## config.mk

```make
export PLATFORM = sky130hd
export DESIGN_NAME = ptlec_top
export DESIGN_NICKNAME = d
export VERILOG_FILES = /design/src/hdl/ptlec_fifo.v /design/src/hdl/ptlec_top.v
export VERILOG_INCLUDE_DIRS = /design/src /design/src/pkg
export SDC_FILE = /design/constraint.sdc
export NUM_CORES = 1
export LEC_CHECK = 0
export ABC_AREA = 1
export CAP_MARGIN = 20
export CORE_ASPECT_RATIO = 0.5
export CORE_MARGIN = 10
export CORE_UTILIZATION = 60
export CTS_BUF_LIST = sky130_fd_sc_hd__clkbuf_8 sky130_fd_sc_hd__clkbuf_16
export DETAILED_ROUTE_END_ITERATION = 10
export DONT_BUFFER_PORTS = 1
export HOLD_SLACK_MARGIN = 0.15
export PLACE_DENSITY = 0.76
export SYNTH_ARGS = -nofsm -noshare
export SYNTH_HDL_FRONTEND = slang
export SYNTH_SLANG_ARGS = --single-unit
```

## constraint.sdc

```tcl
create_clock -name clk_sys_i -period 3.3 [get_ports clk_sys_i]
set_input_delay 0.33 -clock clk_sys_i [delete_from_list [all_inputs] [get_ports clk_sys_i]]
set_output_delay 0.33 -clock clk_sys_i [all_outputs]
set_load 0.03 [all_outputs]
```

## src/pkg/ptlec_map.vh

```
// Offsets, field positions, reset values and counts of the test loop and error tally block
`ifndef PTLEC_MAP_VH
`define PTLEC_MAP_VH

// Management register word offsets
`define PTLEC_ADDR_CTRL_ONE     5'h13
`define PTLEC_ADDR_ERR_TALLY    5'h15
`define PTLEC_ADDR_TF_CONTROL   5'h1C
`define PTLEC_ADDR_TF_CONTENT   5'h1D

// transceiver_control_one fields
`define PTLEC_LOOP_LSB          0
`define PTLEC_LOOP_MSB          2

// error_tally fields
`define PTLEC_COUNT_LSB         0
`define PTLEC_COUNT_MSB         7
`define PTLEC_SEL_LSB           8
`define PTLEC_SEL_MSB           10
`define PTLEC_COUNT_MAX         8'hFF

// test_frame_control fields
`define PTLEC_TF_ENABLE_BIT     0
`define PTLEC_TF_LEN_LSB        8
`define PTLEC_TF_LEN_MSB        15

// Reset values
`define PTLEC_RST_WORD          16'h0000
`define PTLEC_RST_LEN           8'h40
`define PTLEC_RST_CONTENT       16'h00A5

// Test loop selector codes
`define PTLEC_LOOP_NONE         3'h0
`define PTLEC_LOOP_NEAR         3'h1
`define PTLEC_LOOP_CONNECTOR    3'h2
`define PTLEC_LOOP_ECHO         3'h3
`define PTLEC_LOOP_FAR          3'h4

// Frame layout counts, in octets, and the preamble and delimiter octet values
`define PTLEC_PREAMBLE_LEN      4'h7
`define PTLEC_GAP_LEN           4'hC
`define PTLEC_PREAMBLE_OCTET    8'h55
`define PTLEC_SFD_OCTET         8'hD5

`endif

```

## src/hdl/ptlec_fifo.v

```verilog
// Small synchronous FIFO with valid and ready on both sides
`timescale 1ns/1ps
module ptlec_fifo #(
    parameter WIDTH = 10,
    parameter DEPTH = 4,
    parameter AW    = 2
) (
    input  wire             clk_sys_i,
    input  wire             rst_i,
    input  wire [WIDTH-1:0] in_data_i,
    input  wire             in_valid_i,
    output wire             in_ready_o,
    output wire [WIDTH-1:0] out_data_o,
    output wire             out_valid_o,
    input  wire             out_ready_i
);
    reg  [WIDTH-1:0] mem_reg [0:DEPTH-1];
    reg  [AW-1:0]    wr_ptr_reg;
    reg  [AW-1:0]    rd_ptr_reg;
    reg  [AW:0]      count_reg;
    wire             push;
    wire             pop;

    assign in_ready_o  = (count_reg != DEPTH[AW:0]);
    assign out_valid_o = (count_reg != {(AW+1){1'b0}});
    assign out_data_o  = mem_reg[rd_ptr_reg];
    assign push        = in_valid_i && in_ready_o;
    assign pop         = out_valid_o && out_ready_i;

    always @(posedge clk_sys_i) begin
        if (push) begin
            mem_reg[wr_ptr_reg] <= in_data_i;
        end
    end

    always @(posedge clk_sys_i) begin
        if (rst_i) begin
            wr_ptr_reg <= {AW{1'b0}};
            rd_ptr_reg <= {AW{1'b0}};
            count_reg  <= {(AW+1){1'b0}};
        end else begin
            if (push) begin
                wr_ptr_reg <= wr_ptr_reg + {{(AW-1){1'b0}}, 1'b1};
            end
            if (pop) begin
                rd_ptr_reg <= rd_ptr_reg + {{(AW-1){1'b0}}, 1'b1};
            end
            if (push && !pop) begin
                count_reg <= count_reg + {{AW{1'b0}}, 1'b1};
            end else if (pop && !push) begin
                count_reg <= count_reg - {{AW{1'b0}}, 1'b1};
            end
        end
    end
endmodule

```

## src/hdl/ptlec_top.v

```verilog
// Test frame source, error tally and test loop selection of a twisted-pair transceiver
`timescale 1ns/1ps
`include "ptlec_map.vh"
module ptlec_top (
    input  wire        clk_sys_i,
    input  wire        rst_i,
    input  wire [4:0]  mgmt_addr_i,
    input  wire        mgmt_wr_i,
    input  wire        mgmt_rd_i,
    input  wire [15:0] mgmt_wdata_i,
    output reg  [15:0] mgmt_rdata_o,
    output reg         mgmt_rvalid_o,
    input  wire        standard_loopback_bit_i,
    input  wire        speed_select_high_i,
    input  wire        speed_select_low_i,
    input  wire        tp_mode_i,
    input  wire        link_up_i,
    input  wire [7:0]  err_event_i,
    input  wire [7:0]  mac_txd_i,
    input  wire        mac_tx_en_i,
    input  wire        mac_tx_er_i,
    output reg  [7:0]  mac_rxd_o,
    output reg         mac_rx_dv_o,
    output reg         mac_rx_er_o,
    input  wire [7:0]  line_rxd_i,
    input  wire        line_rx_dv_i,
    input  wire        line_rx_er_i,
    output reg  [7:0]  line_txd_o,
    output reg         line_tx_en_o,
    output reg         line_tx_er_o,
    input  wire        line_tx_ready_i,
    output reg         connector_loop_o,
    output reg         echo_loop_o,
    output reg         far_end_loop_o,
    output reg         mac_loop_o
);
    // Test frame source states
    localparam ST_IDLE = 3'h0;
    localparam ST_PRE  = 3'h1;
    localparam ST_SFD  = 3'h2;
    localparam ST_DATA = 3'h3;
    localparam ST_GAP  = 3'h4;

    // Selects one error source out of the event vector
    function pick_event;
        input [7:0] events;
        input [2:0] sel;
        begin
            pick_event = events[sel];
        end
    endfunction

    // Tells whether the active loop equals a given code
    function loop_is;
        input [2:0] active;
        input [2:0] code;
        begin
            loop_is = (active == code);
        end
    endfunction

    reg  [2:0]  loop_pending_reg;
    reg  [2:0]  loop_active_reg;
    reg         loop_armed_reg;
    reg         link_prev_reg;
    reg  [7:0]  count_reg;
    reg  [7:0]  count_next;
    reg  [2:0]  err_sel_reg;
    reg         tf_enable_reg;
    reg  [7:0]  tf_len_reg;
    reg  [15:0] tf_content_reg;
    reg  [2:0]  tf_state_reg;
    reg  [2:0]  tf_state_next;
    reg  [7:0]  tf_cnt_reg;
    reg  [7:0]  tf_cnt_next;
    reg  [7:0]  tf_octet;
    reg         tf_valid;
    reg  [9:0]  fifo_in_data;
    reg         fifo_in_valid;
    wire        fifo_in_ready;
    wire [9:0]  fifo_out_data;
    wire        fifo_out_valid;
    wire        link_rise;
    wire        mac_loop_now;
    wire        far_loop_now;
    wire        rd_tally;
    wire        err_hit;

    // A link already up at reset release reads as a rise; nothing is armed yet
    assign link_rise    = link_up_i && !link_prev_reg;
    // Standard bit acts at once; the near-end code waits for a link-up
    assign mac_loop_now = standard_loopback_bit_i ||
                          loop_is(loop_active_reg, `PTLEC_LOOP_NEAR);
    // Far-end loop drops with the link at once; the code stays active for later
    assign far_loop_now = loop_is(loop_active_reg, `PTLEC_LOOP_FAR) && link_up_i;
    assign rd_tally     = mgmt_rd_i && (mgmt_addr_i == `PTLEC_ADDR_ERR_TALLY);
    assign err_hit      = tp_mode_i && pick_event(err_event_i, err_sel_reg);

    // Loop selection staging and activation at link-up
    // A write on the link-up edge re-arms, so the new code waits for the next rise
    always @(posedge clk_sys_i) begin
        if (rst_i) begin
            loop_pending_reg <= `PTLEC_LOOP_NONE;
            loop_active_reg  <= `PTLEC_LOOP_NONE;
            loop_armed_reg   <= 1'b0;
            link_prev_reg    <= 1'b0;
        end else begin
            link_prev_reg <= link_up_i;
            if (mgmt_wr_i && (mgmt_addr_i == `PTLEC_ADDR_CTRL_ONE)) begin
                loop_pending_reg <= mgmt_wdata_i[`PTLEC_LOOP_MSB:`PTLEC_LOOP_LSB];
                loop_armed_reg   <= 1'b1;
            end else if (link_rise && loop_armed_reg) begin
                loop_active_reg <= loop_pending_reg;
                loop_armed_reg  <= 1'b0;
            end
        end
    end

    // Saturating tally; an event in the clearing cycle counts as one
    // Holding at the top avoids a wrapped count that would look small
    always @* begin
        count_next = count_reg;
        if (rd_tally) begin
            count_next = err_hit ? 8'h01 : 8'h00;
        end else if (err_hit && (count_reg != `PTLEC_COUNT_MAX)) begin
            count_next = count_reg + 8'h01;
        end
    end

    // Management registers
    always @(posedge clk_sys_i) begin
        if (rst_i) begin
            count_reg      <= 8'h00;
            err_sel_reg    <= 3'h0;
            tf_enable_reg  <= 1'b0;
            tf_len_reg     <= `PTLEC_RST_LEN;
            tf_content_reg <= `PTLEC_RST_CONTENT;
            mgmt_rdata_o   <= `PTLEC_RST_WORD;
            mgmt_rvalid_o  <= 1'b0;
        end else begin
            count_reg     <= count_next;
            mgmt_rvalid_o <= mgmt_rd_i;
            if (mgmt_wr_i) begin
                case (mgmt_addr_i)
                    `PTLEC_ADDR_ERR_TALLY: begin
                        err_sel_reg <= mgmt_wdata_i[`PTLEC_SEL_MSB:`PTLEC_SEL_LSB];
                    end
                    `PTLEC_ADDR_TF_CONTROL: begin
                        tf_enable_reg <= mgmt_wdata_i[`PTLEC_TF_ENABLE_BIT];
                        tf_len_reg    <= mgmt_wdata_i[`PTLEC_TF_LEN_MSB:`PTLEC_TF_LEN_LSB];
                    end
                    `PTLEC_ADDR_TF_CONTENT: begin
                        tf_content_reg <= mgmt_wdata_i;
                    end
                    default: begin
                    end
                endcase
            end
            if (mgmt_rd_i) begin
                case (mgmt_addr_i)
                    // Reads back the pending code, not the active one
                    `PTLEC_ADDR_CTRL_ONE: begin
                        mgmt_rdata_o <= {13'h0000, loop_pending_reg};
                    end
                    `PTLEC_ADDR_ERR_TALLY: begin
                        mgmt_rdata_o <= {5'h00, err_sel_reg, count_reg};
                    end
                    `PTLEC_ADDR_TF_CONTROL: begin
                        mgmt_rdata_o <= {tf_len_reg, 7'h00, tf_enable_reg};
                    end
                    `PTLEC_ADDR_TF_CONTENT: begin
                        mgmt_rdata_o <= tf_content_reg;
                    end
                    default: begin
                        mgmt_rdata_o <= `PTLEC_RST_WORD;
                    end
                endcase
            end
        end
    end

    // Test frame source: preamble, delimiter, payload octets, gap; stalls on the FIFO
    always @* begin
        tf_state_next = tf_state_reg;
        tf_cnt_next   = tf_cnt_reg;
        tf_octet      = 8'h00;
        tf_valid      = 1'b0;
        case (tf_state_reg)
            ST_IDLE: begin
                if (tf_enable_reg) begin
                    tf_state_next = ST_PRE;
                    tf_cnt_next   = 8'h00;
                end
            end
            ST_PRE: begin
                tf_octet = `PTLEC_PREAMBLE_OCTET;
                tf_valid = 1'b1;
                if (fifo_in_ready) begin
                    tf_cnt_next = tf_cnt_reg + 8'h01;
                    if (tf_cnt_reg == {4'h0, `PTLEC_PREAMBLE_LEN} - 8'h01) begin
                        tf_state_next = ST_SFD;
                    end
                end
            end
            ST_SFD: begin
                tf_octet = `PTLEC_SFD_OCTET;
                tf_valid = 1'b1;
                if (fifo_in_ready) begin
                    tf_state_next = ST_DATA;
                    tf_cnt_next   = 8'h00;
                end
            end
            ST_DATA: begin
                // Payload alternates low and high content octets
                tf_octet = tf_cnt_reg[0] ? tf_content_reg[15:8] : tf_content_reg[7:0];
                tf_valid = 1'b1;
                if (fifo_in_ready) begin
                    tf_cnt_next = tf_cnt_reg + 8'h01;
                    if (tf_cnt_reg + 8'h01 >= tf_len_reg) begin
                        tf_state_next = ST_GAP;
                        tf_cnt_next   = 8'h00;
                    end
                end
            end
            ST_GAP: begin
                // Gap entries carry enable low, so the line idles
                if (fifo_in_ready) begin
                    tf_cnt_next = tf_cnt_reg + 8'h01;
                    if (tf_cnt_reg == {4'h0, `PTLEC_GAP_LEN} - 8'h01) begin
                        tf_state_next = ST_IDLE;
                    end
                end
            end
            default: begin
                tf_state_next = ST_IDLE;
            end
        endcase
    end

    always @(posedge clk_sys_i) begin
        if (rst_i) begin
            tf_state_reg <= ST_IDLE;
            tf_cnt_reg   <= 8'h00;
        end else begin
            tf_state_reg <= tf_state_next;
            tf_cnt_reg   <= tf_cnt_next;
        end
    end

    // Line transmit source selection; MAC data cannot stall, so it is lost if the FIFO is full
    always @* begin
        fifo_in_data  = {mac_tx_er_i, mac_tx_en_i, mac_txd_i};
        fifo_in_valid = 1'b1;
        if (mac_loop_now) begin
            fifo_in_data  = 10'h000;
            fifo_in_valid = 1'b1;
        end else if (far_loop_now) begin
            fifo_in_data  = {line_rx_er_i, line_rx_dv_i, line_rxd_i};
            fifo_in_valid = 1'b1;
        end else if (tf_enable_reg || (tf_state_reg != ST_IDLE)) begin
            fifo_in_data  = {1'b0, tf_valid, tf_octet};
            fifo_in_valid = 1'b1;
        end
    end

    // Four entries absorb source stalls against sink back-pressure
    ptlec_fifo #(
        .WIDTH (10),
        .DEPTH (4),
        .AW    (2)
    ) u_tx_fifo (
        .clk_sys_i   (clk_sys_i),
        .rst_i       (rst_i),
        .in_data_i   (fifo_in_data),
        .in_valid_i  (fifo_in_valid),
        .in_ready_o  (fifo_in_ready),
        .out_data_o  (fifo_out_data),
        .out_valid_o (fifo_out_valid),
        .out_ready_i (line_tx_ready_i)
    );

    // Registered line and MAC side outputs
    always @(posedge clk_sys_i) begin
        if (rst_i) begin
            line_txd_o       <= 8'h00;
            line_tx_en_o     <= 1'b0;
            line_tx_er_o     <= 1'b0;
            mac_rxd_o        <= 8'h00;
            mac_rx_dv_o      <= 1'b0;
            mac_rx_er_o      <= 1'b0;
            connector_loop_o <= 1'b0;
            echo_loop_o      <= 1'b0;
            far_end_loop_o   <= 1'b0;
            mac_loop_o       <= 1'b0;
        end else begin
            // Entries still drain under the standard loopback but never reach the line
            if (fifo_out_valid && line_tx_ready_i && !standard_loopback_bit_i) begin
                line_txd_o   <= fifo_out_data[7:0];
                line_tx_en_o <= fifo_out_data[8];
                line_tx_er_o <= fifo_out_data[9];
            end else begin
                line_txd_o   <= 8'h00;
                line_tx_en_o <= 1'b0;
                line_tx_er_o <= 1'b0;
            end
            if (mac_loop_now) begin
                mac_rxd_o   <= mac_txd_i;
                mac_rx_dv_o <= mac_tx_en_i;
                mac_rx_er_o <= mac_tx_er_i;
            end else begin
                mac_rxd_o   <= line_rxd_i;
                mac_rx_dv_o <= line_rx_dv_i;
                mac_rx_er_o <= line_rx_er_i;
            end
            mac_loop_o       <= mac_loop_now;
            connector_loop_o <= loop_is(loop_active_reg, `PTLEC_LOOP_CONNECTOR);
            // Canceller training and replica feed-back happen in the attachment on this flag
            echo_loop_o      <= loop_is(loop_active_reg, `PTLEC_LOOP_ECHO) &&
                                speed_select_high_i && !speed_select_low_i &&
                                tp_mode_i;
            far_end_loop_o   <= far_loop_now;
        end
    end
endmodule

```

==> metrics.md <==
| Metric | Value |
|---|---|
| CP Class | `reg2reg` |
| Avg Vias per Cell | `about 5.8` |
| First-pass GRT wire length | `27.2 mm` |
| Die X-Extent | `166 um` |
| GRT Util Overall | `0.216` |
| Critical path startpoint category | `register` |
| Synth cell count leaders | `130 x nand2_1, 113 x nor2_1, 103 x dfxtp_1, 94 x o21ai_0, 84 x a21oi_1` |
| Critical Path End Type | `register` |
| Hold WC Path Type | `in2reg` |
| Std-Cell Rows | `26` |
| H-tree lvl count | `4` |
| Hold Crit Depth | `2` |
| Max-cap violations | `0` |
| GP Congestion | `0.918` |
| Max VDD drop | `0.397 mV` |
| Number of synthesized register bits | `143` |
| Post-synthesis cell type count | `34` |
| Pwr per Cell Area | `645 mW/mm2` |
| R2r endpoint | `tf_cnt_reg[6]` |
| DP HPWL | `approximately 11 mm` |
| Crit path DAT | `2.97 ns` |
| Min cycle time layout | `around 2.6 ns` |
| Syn Nets | `~870` |
| Setup Viol. Count Final | `0` |
| Hold Vio Cnt, Final | `0` |
| Max Clock Skew | `0.00572 ns` |
| DR pass1 iterations | `8` |
| Register area share after synthesis | `0.510` |
| Layout cells sized above 1 | `0.0644` |
| Fmax achieved | `0.382 GHz` |
| Maximum clock path buffer count | `2` |
| Die Y | `93.0 um` |
| Reg clk slew, reported paths | `0.06 ns` |
| Latest clock arrival within the worst-skew pair | `0.43 ns` |
| Largest net degree at the start of global routing | `between 40 and 50` |
| Simple-gate portion of the synthesized area | `0.204` |
| CTS tree | `built` |
| Vias in the first global route | `5399` |
| DRT Wirelength | `~17 mm` |
| Dominant cell by count in the synthesized netlist | `nand2_1` |
| Layout area overhead | `17.0%` |
| Port Buffer Count | `0` |
| Core area | `0.0103 mm2` |
| DR WL/cell | `17.5 um` |
| RSZ-0062 raised after global routing | `false` |
| Synthesized instance count | `approximately 800` |
| Worst reg2reg setup slack | `0.68 ns` |
| Worst slew margin | `0.332` |
| Via count | `5644` |
| Antenna Nets Post-Route | `0` |
| Leak | `between 2 and 3 nW` |
| Tcrit/Tclk final | `0.794` |
| Root buf cell | `clkbuf_16` |
| Number of flops mapped to enable cells by yosys | `40` |
| Synth area leaders | `dfxtp_1 32%, edfxtp_1 19%, nand2_1 7.6%, o21ai_0 7.4%, nor2_1 6.6%` |
| CTS buffer count | `17` |
| Post-synth top flop | `dfxtp_1` |
| Worst path required time | `3.65 ns` |
| Post-synthesis async set-or-reset flop share | `0` |
| Compound-Gate Fraction of Synth Area | `0.167` |
| TritonCTS Sinks | `about 140` |
| Remaining Overflow, GRT | `0` |
| DRC | `0` |
| Mapped Area | `about 0.0064 mm2` |
| Outcome | `complete, no violations` |
| Synthesized area per cell | `8.02 um2` |
| Mux cell area share after synthesis | `0` |
| Pin slew with the least headroom to its limit | `0.998 ns` |
| Max reg flops | `40` |
| Synth Area in XOR/XNOR | `0.0110` |
| Worst r2r src | `tf_cnt_reg[0]` |
| Synthesis Warnings | `0` |
| Ports | `100` |
| Reg2Reg Depth | `13` |
| Cell taking the most area after synthesis | `dfxtp_1` |
| Design Power | `a little under 5 mW` |
| Max Slew Vio Count | `0` |
| DIE AREA | `~0.015 mm2` |
| Adder-cell share of the synthesized area | `0.0344` |
| HP Start | `mgmt_rd_i` |
| Hold EP | `mgmt_rvalid_o` |
| Crit-path max FO | `13` |
| Nets | `902` |
| Largest family of logic cells by synthesized area | `simple AND/OR/NAND/NOR gates` |
| DRT iter0 DRCs | `543` |
| Initial antenna violation count | `1` |
| Top cell type's share of synthesized area | `0.323` |
| Initial Utilization | `0.620` |
| Setup Total Neg Slack | `0 ns` |
==> kinds of logic (layout without fill, tap and decap cells) <==
kind of cell / count (synthesis) / count (layout)
other cells: 0 / 1
xor+xnor: 8 / 8
fa+ha+maj: 17 / 17
compound gates: 203 / 203
flops: 143 / 143
buf+inv: 119 / 161
simple gates: 307 / 307
==> per-layer routing <==
layer  vias up  wire [um]  GRT usage  share of wire
li1       2719          -          -              -
met3        36       1710     0.0710           0.10
met1      2624       6930      0.250           0.41
met2       265       8120      0.363           0.47
met5         -          0          0              0
met4         0        347     0.0953          0.020
==> where the power goes <==
part / total (mW) / switching [mW] / internal (mW) / leakage (nW)
clock: 2.06 / 0.785 / 1.28 / 0.307
sequential: 2.17 / 0.125 / 2.05 / 1.22
combinational: 0.592 / 0.407 / 0.185 / 1.44
==> worst max-delay path by stage <==
stage,start,endpoint,slack [ns],cells past startpoint
4_1_cts,tf_cnt_reg[0],tf_cnt_reg[4],0.71,13
2_1_floorplan,tf_cnt_reg[0],tf_cnt_reg[1],1.17,14
6_report,tf_cnt_reg[0],tf_cnt_reg[6],0.68,13
5_1_grt,tf_cnt_reg[0],tf_cnt_reg[5],0.38,13
3_3_place_gp,tf_cnt_reg[0],tf_cnt_reg[6],0.85,13
3_5_place_dp,tf_cnt_reg[0],tf_cnt_reg[4],0.73,12
==> area by class of cell <==
type                    instances  area, um2
diodes                          1       2.50
clock buffers                  17        425
clock inverters                15        209
fillers                       760       2840
inverters                      89        334
multi-input cells             535       2660
flip-flops and latches        143       3260
well taps                     140        175
repair buffers                 40        405
==> stage by stage <==
| stage | setup slack (ns) | hold slack (ns) | instances | util | area (um2) |
|---|---|---|---|---|---|
| 6_report | 0.681 | 0.168 | 980 | 0.725 | 7480 |
| 5_1_grt | 0.378 | 0.191 | 980 | 0.725 | 7480 |
| 4_1_cts | 0.713 | 0.162 | 979 | 0.725 | 7470 |
| 3_5_place_dp | 0.730 | 0.408 | 909 | 0.625 | 6450 |
| 3_3_place_gp | 0.847 | 0.408 | 909 | 0.625 | 6450 |
| 2_1_floorplan | 1.17 | 0.396 | 797 | - | 6390 |
==> critical path, cell delays in order, from the launching register on <==
cell,delay (ns)
dfxtp_1,0.58
clkinv_1,0.36
ha_1,0.38
inv_1,0.05
ha_1,0.28
nand2_1,0.08
nand3b_1,0.07
nand2_1,0.06
nand2_1,0.05
nand2_1,0.06
nand2_1,0.10
nand2_1,0.25
nand3_1,0.11
a21oi_1,0.14
==> layout by cell type, fill, tap and decap left out, types with 3 or more instances in the layout <==
| cell type | count |
|---|---|
| xor2_1 | 7 |
| inv_6 | 4 |
| inv_1 | 80 |
| bufinv_16 | 4 |
| ha_1 | 16 |
| o21ai_0 | 94 |
| clkbuf_16 | 17 |
| nand3_1 | 32 |
| nor2_4 | 3 |
| nand4_1 | 12 |
| edfxtp_1 | 40 |
| nor3_1 | 6 |
| o211ai_1 | 5 |
| dfxtp_1 | 103 |
| o221ai_1 | 5 |
| dlygate4sd3_1 | 37 |
| nor2_1 | 113 |
| a31oi_1 | 4 |
| a21oi_1 | 84 |
| inv_2 | 7 |
| nand2_1 | 130 |
| o22ai_1 | 10 |
==> timing repair <==
item / in CTS / in global routing
buffers inserted: 0 / 0
hold buffers: 38 / 0
resized for setup: 0 / 0
hold endpoints to repair: 81 / 0
Power figures use the tool's default switching activity.
